===== config.mk =====
export PLATFORM = sky130hd
export DESIGN_NAME = mcp_host_port
export DESIGN_NICKNAME = d
export VERILOG_FILES = /design/src/mcp_pkg.sv /design/src/mcp_pins_if.sv /design/src/mcp_sync.sv /design/src/mcp_host_port.sv
export SDC_FILE = /design/constraint.sdc
export NUM_CORES = 1
export LEC_CHECK = 0
export ABC_AREA = 1
export BUFFER_PORTS_ARGS = -buffer_cell sky130_fd_sc_hd__buf_2
export CORE_MARGIN = 2
export CORE_UTILIZATION = 35
export CTS_CLUSTER_SIZE = 8
export DETAILED_ROUTE_END_ITERATION = 8
export PLACE_DENSITY_LB_ADDON = 0.12
export SLEW_MARGIN = 5
export SYNTH_ARGS = -nofsm -noshare
export SYNTH_HDL_FRONTEND = slang
export SYNTH_SLANG_ARGS = --single-unit

===== constraint.sdc =====
create_clock -name clk_in -period 1 [get_ports clk_in]
set_input_delay 0.1 -clock clk_in [delete_from_list [all_inputs] [get_ports clk_in]]
set_output_delay 0.1 -clock clk_in [all_outputs]
set_load 0.01 [all_outputs]

===== src/mcp_pkg.sv =====
`default_nettype none
package mcp_pkg;
    // bus widths
    localparam int DATA_W = 8;
    localparam int ADDR_W = 3;
    localparam int LOW_W  = 3;
    localparam int HIGH_W = 5;
    localparam int IRQ_W  = 8;

    // bit positions in the raw pin vector seen by the synchroniser
    localparam int PIN_W      = 16;
    localparam int PIN_DATA   = 0;
    localparam int PIN_A0     = 8;
    localparam int PIN_A1     = 9;
    localparam int PIN_A2     = 10;
    localparam int PIN_RD     = 11;
    localparam int PIN_WR     = 12;
    localparam int PIN_CS     = 13;
    localparam int PIN_RST    = 14;
    localparam int PIN_STYLE  = 15;

    // pin levels assumed while the synchroniser is in reset (bus idle)
    localparam logic [PIN_W-1:0] PIN_IDLE = 16'h7BFF;

    // values after reset
    localparam logic              OE_RST     = 1'b0;
    localparam logic              IRQ_N_RST  = 1'b1;
    localparam logic              MUX_RST    = 1'b0;
    localparam logic [ADDR_W-1:0] ADDR_RST   = 3'h0;
    localparam logic [DATA_W-1:0] DATA_RST   = 8'h00;

    // access sequencer states
    typedef enum logic [1:0] {
        MCP_IDLE  = 2'b00,
        MCP_READ  = 2'b01,
        MCP_WRITE = 2'b10
    } mcp_state_t;
endpackage
`default_nettype wire


===== src/mcp_pins_if.sv =====
`default_nettype none
interface mcp_pins_if;
    logic [mcp_pkg::DATA_W-1:0] data;
    logic                       a0_mux;
    logic                       a1;
    logic                       addr2_or_latch_strobe;
    logic                       rd_ds_n;
    logic                       wr_dir;
    logic                       cs_n;
    logic                       hw_rst_n;
    logic                       style80;

    modport sync (output data, a0_mux, a1, addr2_or_latch_strobe, rd_ds_n, wr_dir, cs_n,
                  hw_rst_n, style80);
    modport port (input data, a0_mux, a1, addr2_or_latch_strobe, rd_ds_n, wr_dir, cs_n,
                  hw_rst_n, style80);
endinterface
`default_nettype wire


===== src/mcp_sync.sv =====
`default_nettype none
module mcp_sync (
    // clock and reset
    input  wire logic                       clk_in,
    input  wire logic                       srst_in,
    // raw pins
    input  wire logic [mcp_pkg::PIN_W-1:0]  pins_in,
    // synchronised pins
    mcp_pins_if.sync                        sync_out
);
    logic [mcp_pkg::PIN_W-1:0] meta_reg;
    logic [mcp_pkg::PIN_W-1:0] stable_reg;

    // strap pins keep flowing in reset, else the mode could never be
    // caught while reset holds the rest of the bus at idle
    localparam logic [mcp_pkg::PIN_W-1:0] STRAP_MASK =
        (16'h0001 << mcp_pkg::PIN_A0) | (16'h0001 << mcp_pkg::PIN_A1);

    // two flops per pin; the first is seen only by the second
    always_ff @(posedge clk_in) begin
        if (srst_in) begin
            meta_reg   <= (pins_in & STRAP_MASK)
                        | (mcp_pkg::PIN_IDLE & ~STRAP_MASK);
            stable_reg <= (meta_reg & STRAP_MASK)
                        | (mcp_pkg::PIN_IDLE & ~STRAP_MASK);
        end else begin
            meta_reg   <= pins_in;
            stable_reg <= meta_reg;
        end
    end

    // unpack the stable vector
    assign sync_out.data     =
        stable_reg[mcp_pkg::PIN_DATA +: mcp_pkg::DATA_W];
    assign sync_out.a0_mux   = stable_reg[mcp_pkg::PIN_A0];
    assign sync_out.a1       = stable_reg[mcp_pkg::PIN_A1];
    assign sync_out.addr2_or_latch_strobe   = stable_reg[mcp_pkg::PIN_A2];
    assign sync_out.rd_ds_n  = stable_reg[mcp_pkg::PIN_RD];
    assign sync_out.wr_dir   = stable_reg[mcp_pkg::PIN_WR];
    assign sync_out.cs_n     = stable_reg[mcp_pkg::PIN_CS];
    assign sync_out.hw_rst_n = stable_reg[mcp_pkg::PIN_RST];
    assign sync_out.style80  = stable_reg[mcp_pkg::PIN_STYLE];
endmodule // mcp_sync
`default_nettype wire


===== src/mcp_host_port.sv =====
// Behaviour
// - plain mode: address from three address pins
// - addr0 low, addr1 open selects multiplexed
// - multiplexed: low lines latched as address
// - 68xx: direction high reads, strobe moves data
// - 80xx: read strobe reads, write strobe writes
// - accesses only while chip select low
// - hardware reset pin low resets device except the interrupt pin
// - interrupt low while enabled condition pending
`default_nettype none
module mcp_host_port (
    // clock and reset
    input  wire logic                        clk_in,
    input  wire logic                        srst_in,
    // host bus pins
    input  wire logic                        addr0_or_mux_select_in,
    input  wire logic                        addr_bit_one_in,
    input  wire logic                        addr2_or_latch_strobe_in,
    input  wire logic                        read_or_data_strobe_n_in,
    input  wire logic                        write_or_direction_in,
    input  wire logic                        chip_select_n_in,
    input  wire logic                        hardware_reset_n_in,
    input  wire logic                        bus_style_80xx_in,
    input  wire logic [mcp_pkg::LOW_W-1:0]   shared_addr_data_low_in,
    input  wire logic [mcp_pkg::HIGH_W-1:0]  data_upper_bits_in,
    output logic      [mcp_pkg::LOW_W-1:0]   shared_addr_data_low_out,
    output logic      [mcp_pkg::HIGH_W-1:0]  data_upper_bits_out,
    output logic                             data_oe_out,
    output logic                             interrupt_request_n_out,
    // core side
    output logic      [mcp_pkg::ADDR_W-1:0]  reg_addr_out,
    output logic      [mcp_pkg::DATA_W-1:0]  reg_wdata_out,
    output logic                             reg_wr_out,
    output logic                             reg_rd_out,
    input  wire logic [mcp_pkg::DATA_W-1:0]  reg_rdata_in,
    input  wire logic [mcp_pkg::IRQ_W-1:0]   irq_pending_in,
    input  wire logic [mcp_pkg::IRQ_W-1:0]   irq_enable_in,
    output logic                             core_reset_out,
    output logic                             mux_mode_out
);
    mcp_pins_if pins ();

    mcp_pkg::mcp_state_t         state_reg;
    mcp_pkg::mcp_state_t         state_next;
    logic [mcp_pkg::DATA_W-1:0]  dout_reg;
    logic                        oe_reg;
    logic                        irq_n_reg;
    logic [mcp_pkg::ADDR_W-1:0]  addr_reg;
    logic [mcp_pkg::ADDR_W-1:0]  addr_latch_reg;
    logic [mcp_pkg::DATA_W-1:0]  wdata_reg;
    logic                        wr_reg;
    logic                        rd_reg;
    logic                        core_rst_reg;
    logic                        mux_reg;
    logic                        hw_rst;
    logic                        any_rst;
    logic                        sel;
    logic                        rd_act;
    logic                        wr_act;
    logic [mcp_pkg::ADDR_W-1:0]  cur_addr;

    // every pin passes the two-flop synchroniser
    mcp_sync u_sync (
        .clk_in   (clk_in),
        .srst_in  (srst_in),
        .pins_in  ({bus_style_80xx_in, hardware_reset_n_in,
                    chip_select_n_in, write_or_direction_in,
                    read_or_data_strobe_n_in, addr2_or_latch_strobe_in,
                    addr_bit_one_in, addr0_or_mux_select_in,
                    data_upper_bits_in, shared_addr_data_low_in}),
        .sync_out (pins.sync)
    );

    // decode of strobes in both bus styles
    assign hw_rst  = ~pins.hw_rst_n;
    assign any_rst = srst_in | hw_rst;
    assign sel     = ~pins.cs_n;
    always_comb begin
        if (pins.style80) begin
            rd_act = sel & ~pins.rd_ds_n;
            wr_act = sel & ~pins.wr_dir & pins.rd_ds_n;
        end else begin
            rd_act = sel & ~pins.rd_ds_n & pins.wr_dir;
            wr_act = sel & ~pins.rd_ds_n & ~pins.wr_dir;
        end
    end

    // address source depends on bus mode
    assign cur_addr = mux_reg ? addr_latch_reg
                    : {pins.addr2_or_latch_strobe, pins.a1, pins.a0_mux};

    // mode strap is caught while any reset is held
    always_ff @(posedge clk_in) begin
        if (any_rst) begin
            mux_reg <= ~pins.a0_mux & pins.a1;
        end
    end

    // transparent address latch while the latch strobe is high
    always_ff @(posedge clk_in) begin
        if (any_rst) begin
            addr_latch_reg <= mcp_pkg::ADDR_RST;
        end else if (mux_reg && pins.addr2_or_latch_strobe) begin
            addr_latch_reg <= pins.data[mcp_pkg::LOW_W-1:0];
        end
    end

    // access sequencer: one core read at entry, one core write at exit
    always_comb begin
        state_next = state_reg;
        case (state_reg)
            mcp_pkg::MCP_IDLE: begin
                if (rd_act) begin
                    state_next = mcp_pkg::MCP_READ;
                end else if (wr_act) begin
                    state_next = mcp_pkg::MCP_WRITE;
                end
            end
            mcp_pkg::MCP_READ: begin
                if (!rd_act) begin
                    state_next = mcp_pkg::MCP_IDLE;
                end
            end
            mcp_pkg::MCP_WRITE: begin
                if (!wr_act) begin
                    state_next = mcp_pkg::MCP_IDLE;
                end
            end
            default: begin
                state_next = mcp_pkg::MCP_IDLE;
            end
        endcase
    end

    always_ff @(posedge clk_in) begin
        if (any_rst) begin
            state_reg <= mcp_pkg::MCP_IDLE;
        end else begin
            state_reg <= state_next;
        end
    end

    // address captured once per access so it cannot move mid-cycle
    always_ff @(posedge clk_in) begin
        if (any_rst) begin
            addr_reg <= mcp_pkg::ADDR_RST;
        end else if (state_reg == mcp_pkg::MCP_IDLE
                     && (rd_act || wr_act)) begin
            addr_reg <= cur_addr;
        end
    end

    // core strobes; write fires when the host strobe ends
    always_ff @(posedge clk_in) begin
        if (any_rst) begin
            rd_reg <= 1'b0;
            wr_reg <= 1'b0;
        end else begin
            rd_reg <= state_reg == mcp_pkg::MCP_IDLE && rd_act;
            wr_reg <= state_reg == mcp_pkg::MCP_WRITE && !wr_act;
        end
    end

    // write data follows the bus while the write strobe is held
    always_ff @(posedge clk_in) begin
        if (any_rst) begin
            wdata_reg <= mcp_pkg::DATA_RST;
        end else if (wr_act && state_reg != mcp_pkg::MCP_READ) begin
            wdata_reg <= pins.data;
        end
    end

    // read data and drive enable; off the bus unless reading
    always_ff @(posedge clk_in) begin
        if (any_rst) begin
            oe_reg   <= mcp_pkg::OE_RST;
            dout_reg <= mcp_pkg::DATA_RST;
        end else begin
            oe_reg   <= state_next == mcp_pkg::MCP_READ;
            dout_reg <= reg_rdata_in;
        end
    end

    // interrupt pin from enabled pending sources
    always_ff @(posedge clk_in) begin
        if (srst_in) begin
            irq_n_reg <= mcp_pkg::IRQ_N_RST;
        end else begin
            irq_n_reg <= ~|(irq_pending_in & irq_enable_in);
        end
    end

    // core reset follows the synced reset pin
    always_ff @(posedge clk_in) begin
        if (srst_in) begin
            core_rst_reg <= 1'b1;
        end else begin
            core_rst_reg <= hw_rst;
        end
    end

    assign shared_addr_data_low_out = dout_reg[mcp_pkg::LOW_W-1:0];
    assign data_upper_bits_out      =
        dout_reg[mcp_pkg::DATA_W-1:mcp_pkg::LOW_W];
    assign data_oe_out              = oe_reg;
    assign interrupt_request_n_out  = irq_n_reg;
    assign reg_addr_out             = addr_reg;
    assign reg_wdata_out            = wdata_reg;
    assign reg_wr_out               = wr_reg;
    assign reg_rd_out               = rd_reg;
    assign core_reset_out           = core_rst_reg;
    assign mux_mode_out             = mux_reg;

    property p_plain_addr;
        @(posedge clk_in) disable iff (srst_in)
        (!any_rst && !mux_reg && state_reg == mcp_pkg::MCP_IDLE && rd_act)
        |=> addr_reg == $past({pins.addr2_or_latch_strobe, pins.a1, pins.a0_mux});
    endproperty
    a_plain_addr: assert property (p_plain_addr)
        else $error("plain mode address not taken from pins");

    property p_strap;
        @(posedge clk_in) disable iff (srst_in)
        hw_rst |=> mux_reg == $past(~pins.a0_mux & pins.a1);
    endproperty
    a_strap: assert property (p_strap)
        else $error("mux strap not caught in reset");

    property p_latch;
        @(posedge clk_in) disable iff (srst_in)
        (!any_rst && mux_reg && pins.addr2_or_latch_strobe)
        |=> addr_latch_reg == $past(pins.data[mcp_pkg::LOW_W-1:0]);
    endproperty
    a_latch: assert property (p_latch)
        else $error("multiplexed address not latched");

    property p_dir_read;
        @(posedge clk_in) disable iff (srst_in)
        (!any_rst && !pins.style80 && sel && !pins.rd_ds_n && pins.wr_dir
         && state_reg == mcp_pkg::MCP_IDLE) |=> rd_reg && oe_reg;
    endproperty
    a_dir_read: assert property (p_dir_read)
        else $error("68xx read not started");

    property p_wr_end;
        @(posedge clk_in) disable iff (srst_in)
        wr_reg |-> $past(state_reg == mcp_pkg::MCP_WRITE) && !$past(wr_act)
                   && reg_wdata_out == $past(wdata_reg);
    endproperty
    a_wr_end: assert property (p_wr_end)
        else $error("core write without finished host write");

    property p_deselect;
        @(posedge clk_in) disable iff (srst_in)
        !sel |=> !oe_reg && !rd_reg;
    endproperty
    a_deselect: assert property (p_deselect)
        else $error("activity while not selected");

    property p_hw_reset;
        @(posedge clk_in) disable iff (srst_in)
        hw_rst |=> core_rst_reg && state_reg == mcp_pkg::MCP_IDLE && !oe_reg;
    endproperty
    a_hw_reset: assert property (p_hw_reset)
        else $error("hardware reset not applied");

    property p_irq;
        @(posedge clk_in) disable iff (srst_in)
        1'b1 |=> irq_n_reg == !(|$past(irq_pending_in & irq_enable_in));
    endproperty
    a_irq: assert property (p_irq)
        else $error("interrupt pin wrong");

    property p_oe_read;
        @(posedge clk_in) disable iff (srst_in)
        oe_reg |-> $past(rd_act) && state_reg == mcp_pkg::MCP_READ;
    endproperty
    a_oe_read: assert property (p_oe_read)
        else $error("data driven outside a read");
endmodule // mcp_host_port
`default_nettype wire


==> results.md <==
* Switch share at 0.205
* WL final at 3760 um
* R2R cell count at 4
* Average vias per placed instance at 4.07
* Final #Nets at 353
* Initial Util at 0.358
* Yosys Warn Count at 0
* CP arrival at 1340 ps
* DRT iter0 DRCs at 53
* RSZ-0062 raised after global routing: yes
* ANT nets after route at 0
* Die Y at 78.8 um
* Worst r2r src: mux_mode_out$_DFFE_PP_
* Reg2Reg Setup Slack at -120 ps
* Most frequent cell after synthesis: dfxtp_1
* Mean post-synth cell area at 9.60 sq um
* Fin worst setup slack at -118 ps
* Pins Over Slew Limit at 0
* Final Hold Fails at 0
* FF-to-FF End: reg_addr_out[2]$_SDFFE_PP0P_
* Drt wl/cell at 9.70 um
* Hold Path Class: input pin to flop
* GRT Resource Usage Total at 0.128
* CP Launch Type: flop
* Crit share post-route at 1.12
* CP max FO at 5
* Hold_sp: irq_enable_in[7]
* Clk slew on worst S/H paths at 60 ps
* Detailed Place HPWL at 2460 um
* Worst Hold End: interrupt_request_n_out$_SDFF_PP1_
* Sequential share of power at 0.520
* Sink Count at 62
* Worst vdd ir at 786 uV
* Mapped Nets at 246
* Crit Path Class: flop to flop
* Die Outline Area at 6210 sq um
* Failing checks: negative setup slack
* Port buffer count at 66
* Number of global-route vias before repair at 1465
* Max_slew headroom at 0.854
* Max Freq at 894 MHz
* FP Rows at 27
* CTS Buf Count at 9
* Dominant cell type by area after synthesis: dfxtp_1
* EDFF count, synth at 1
* Synth top area share at 0.623
* Clk root buf: clkbuf_8
* Max cap viols at 0
* Hold_ws at 121 ps
* Clock latency at the later pin of the worst-skew pair at 320 ps
* Comb power frac at 0.083
* Minimum clock period at 1120 ps
* Post-Syn Area at 1960 sq um
* Clock Path Buffers at 2
* Crit path capture type: flop
* Worst clock skew at 6.64 ps
* Vias at 1574
* DR DRC count at 0
* Sw Pwr at 1.03 mW
* P_leak at 1.40 nW
* Post-synth top flop: dfxtp_1
* H-Tree Depth at 3
* CP Data Required Time at 1220 ps
* Async SR Flop Fraction at 0
* Synth top cells by count: 61 x dfxtp_1, 33 x nor2_1, 25 x or2_2, 19 x inv_1, 18 x nand2_1
* Clk pwr share at 0.397
* Core ar. at 5470 sq um
* Antenna violations before repair at 0
* Post-layout total power at 5.02 mW
* Largest net degree at the start of global routing at 29
* Worst Tran Pin Value at 218 ps
* Syn-to-layout area delta at 52.9%
* RePlAce Congestion at 0.737
* GRT Residual Overflow at 0
* Sequential element share of the synthesized area at 0.639
* Synth cell types at 22
* Post-synthesis register bit count at 62
* Final core utilization at 0.548
* Share of cells above drive strength 1 at 0.492
* Synth top area cells: dfxtp_1 62%, or2_2 8.0%, nor2_1 6.3%, inv_1 3.6%, nand2_1 3.4%
* Final setup fails at 15
* CTS tree: built
* Synthesized instance count at 204
* First-pass GRT wire length at 6120 um
* Hold Path Stages at 5
* N_diodes at 0
* PD cells at 1670 nW/um^2
* Total internal power at 3.99 mW
* DR pass1 iterations at 3
* Fillers at 524
* Status: complete, but fails checks
* Chip Width at 78.8 um
* I/O Pins at 67
## per-stage QoR
stage	instance area, sq um	setup TNS (ps)	std cells	worst slack [ps]
after floorplan	1970	-87.0	204	-43.5
after global placement	2410	-335	344	-60.9
after detailed placement	2410	-424	344	-77.7
after CTS	2880	-384	384	-118
after global routing	3000	-1840	387	-171
final	3000	-929	387	-118
## worst max-delay path by stage
| stage | from | endpoint | slack (ps) | cells past startpoint |
|---|---|---|---|---|
| after floorplan | mux_mode_out$_DFFE_PP_ | reg_addr_out[0]$_SDFFE_PP0P_ | -40 | 3 |
| after global placement | mux_mode_out$_DFFE_PP_ | reg_addr_out[0]$_SDFFE_PP0P_ | -60 | 3 |
| after detailed placement | mux_mode_out$_DFFE_PP_ | reg_addr_out[2]$_SDFFE_PP0P_ | -80 | 3 |
| after CTS | mux_mode_out$_DFFE_PP_ | reg_addr_out[2]$_SDFFE_PP0P_ | -120 | 4 |
| after global routing | u_sync.stable_reg[11]$_SDFF_PP1_ | reg_addr_out[0]$_SDFFE_PP0P_ | -170 | 8 |
| final | mux_mode_out$_DFFE_PP_ | reg_addr_out[2]$_SDFFE_PP0P_ | -120 | 4 |
## power groups by stage
stage,clock network (mW),registers [mW],logic (mW)
final,1.99,2.61,0.414
after floorplan,0,2.67,0.144
after global routing,2.17,2.62,0.460
after CTS,2.07,2.60,0.387
after detailed placement,0,2.66,0.300
after global placement,0,2.66,0.296
## worst max-delay path, stage by stage (launching register included)
cell and delay (ps):
edfxtp_1 440, buf_6 160, mux2_4 300, nor2_2 80
nor2_1 40
## metal layers
metal  global-route usage  vias up  wire length, um
met5                    0        -                0
met4               0.0828        0               97
met1                0.134      670             1640
met2                0.223       47             1800
li1                     -      847                -
met3               0.0398       10              216
## cells by family (layout without fill, tap and decap cells)
group	after synthesis	after routing	synth area share
AOI/OAI and AO/OA	18	18	0.0536
buffers and inverters	27	138	0.0556
muxes	2	2	0.0115
and+or+nand+nor	95	95	0.241
DFF	62	62	0.639
## area by class of cell
| class | count | area (sq um) | area share |
|---|---|---|---|
| flip-flops and latches | 62 | 1260 | 0.420 |
| multi-input cells | 115 | 701 | 0.234 |
| repair buffers | 101 | 671 | 0.224 |
| clock buffers | 15 | 186 | 0.0622 |
| inverters | 22 | 90.1 | 0.0301 |
| well taps | 72 | 90.1 | 0.0301 |
## layout by cell type, fill, tap and decap left out, types with 2 or more instances in the layout
cell type / instances
a21oi_2: 5
or2_4: 2
inv_1: 17
o21ai_0: 3
nor2_1: 29
nor2_2: 4
nand2_1: 9
or2_2: 24
inv_2: 3
buf_6: 4
mux2_4: 2
buf_4: 8
a21oi_1: 5
clkbuf_8: 13
dfxtp_2: 3
a22o_1: 4
clkbuf_1: 2
buf_2: 65
dfxtp_1: 57
nand2_4: 3
dlygate4sd3_1: 24
nand2_2: 11
nand3_1: 8
## timing repair
action,CTS,global route
hold buffers,24,0
endpoints found under the setup margin,16,19
endpoints found under the hold margin,24,0
pin swaps,0,14
resized for setup,7,34
buffers inserted,1,3
No activity file was read; power rests on OpenSTA's default activity.
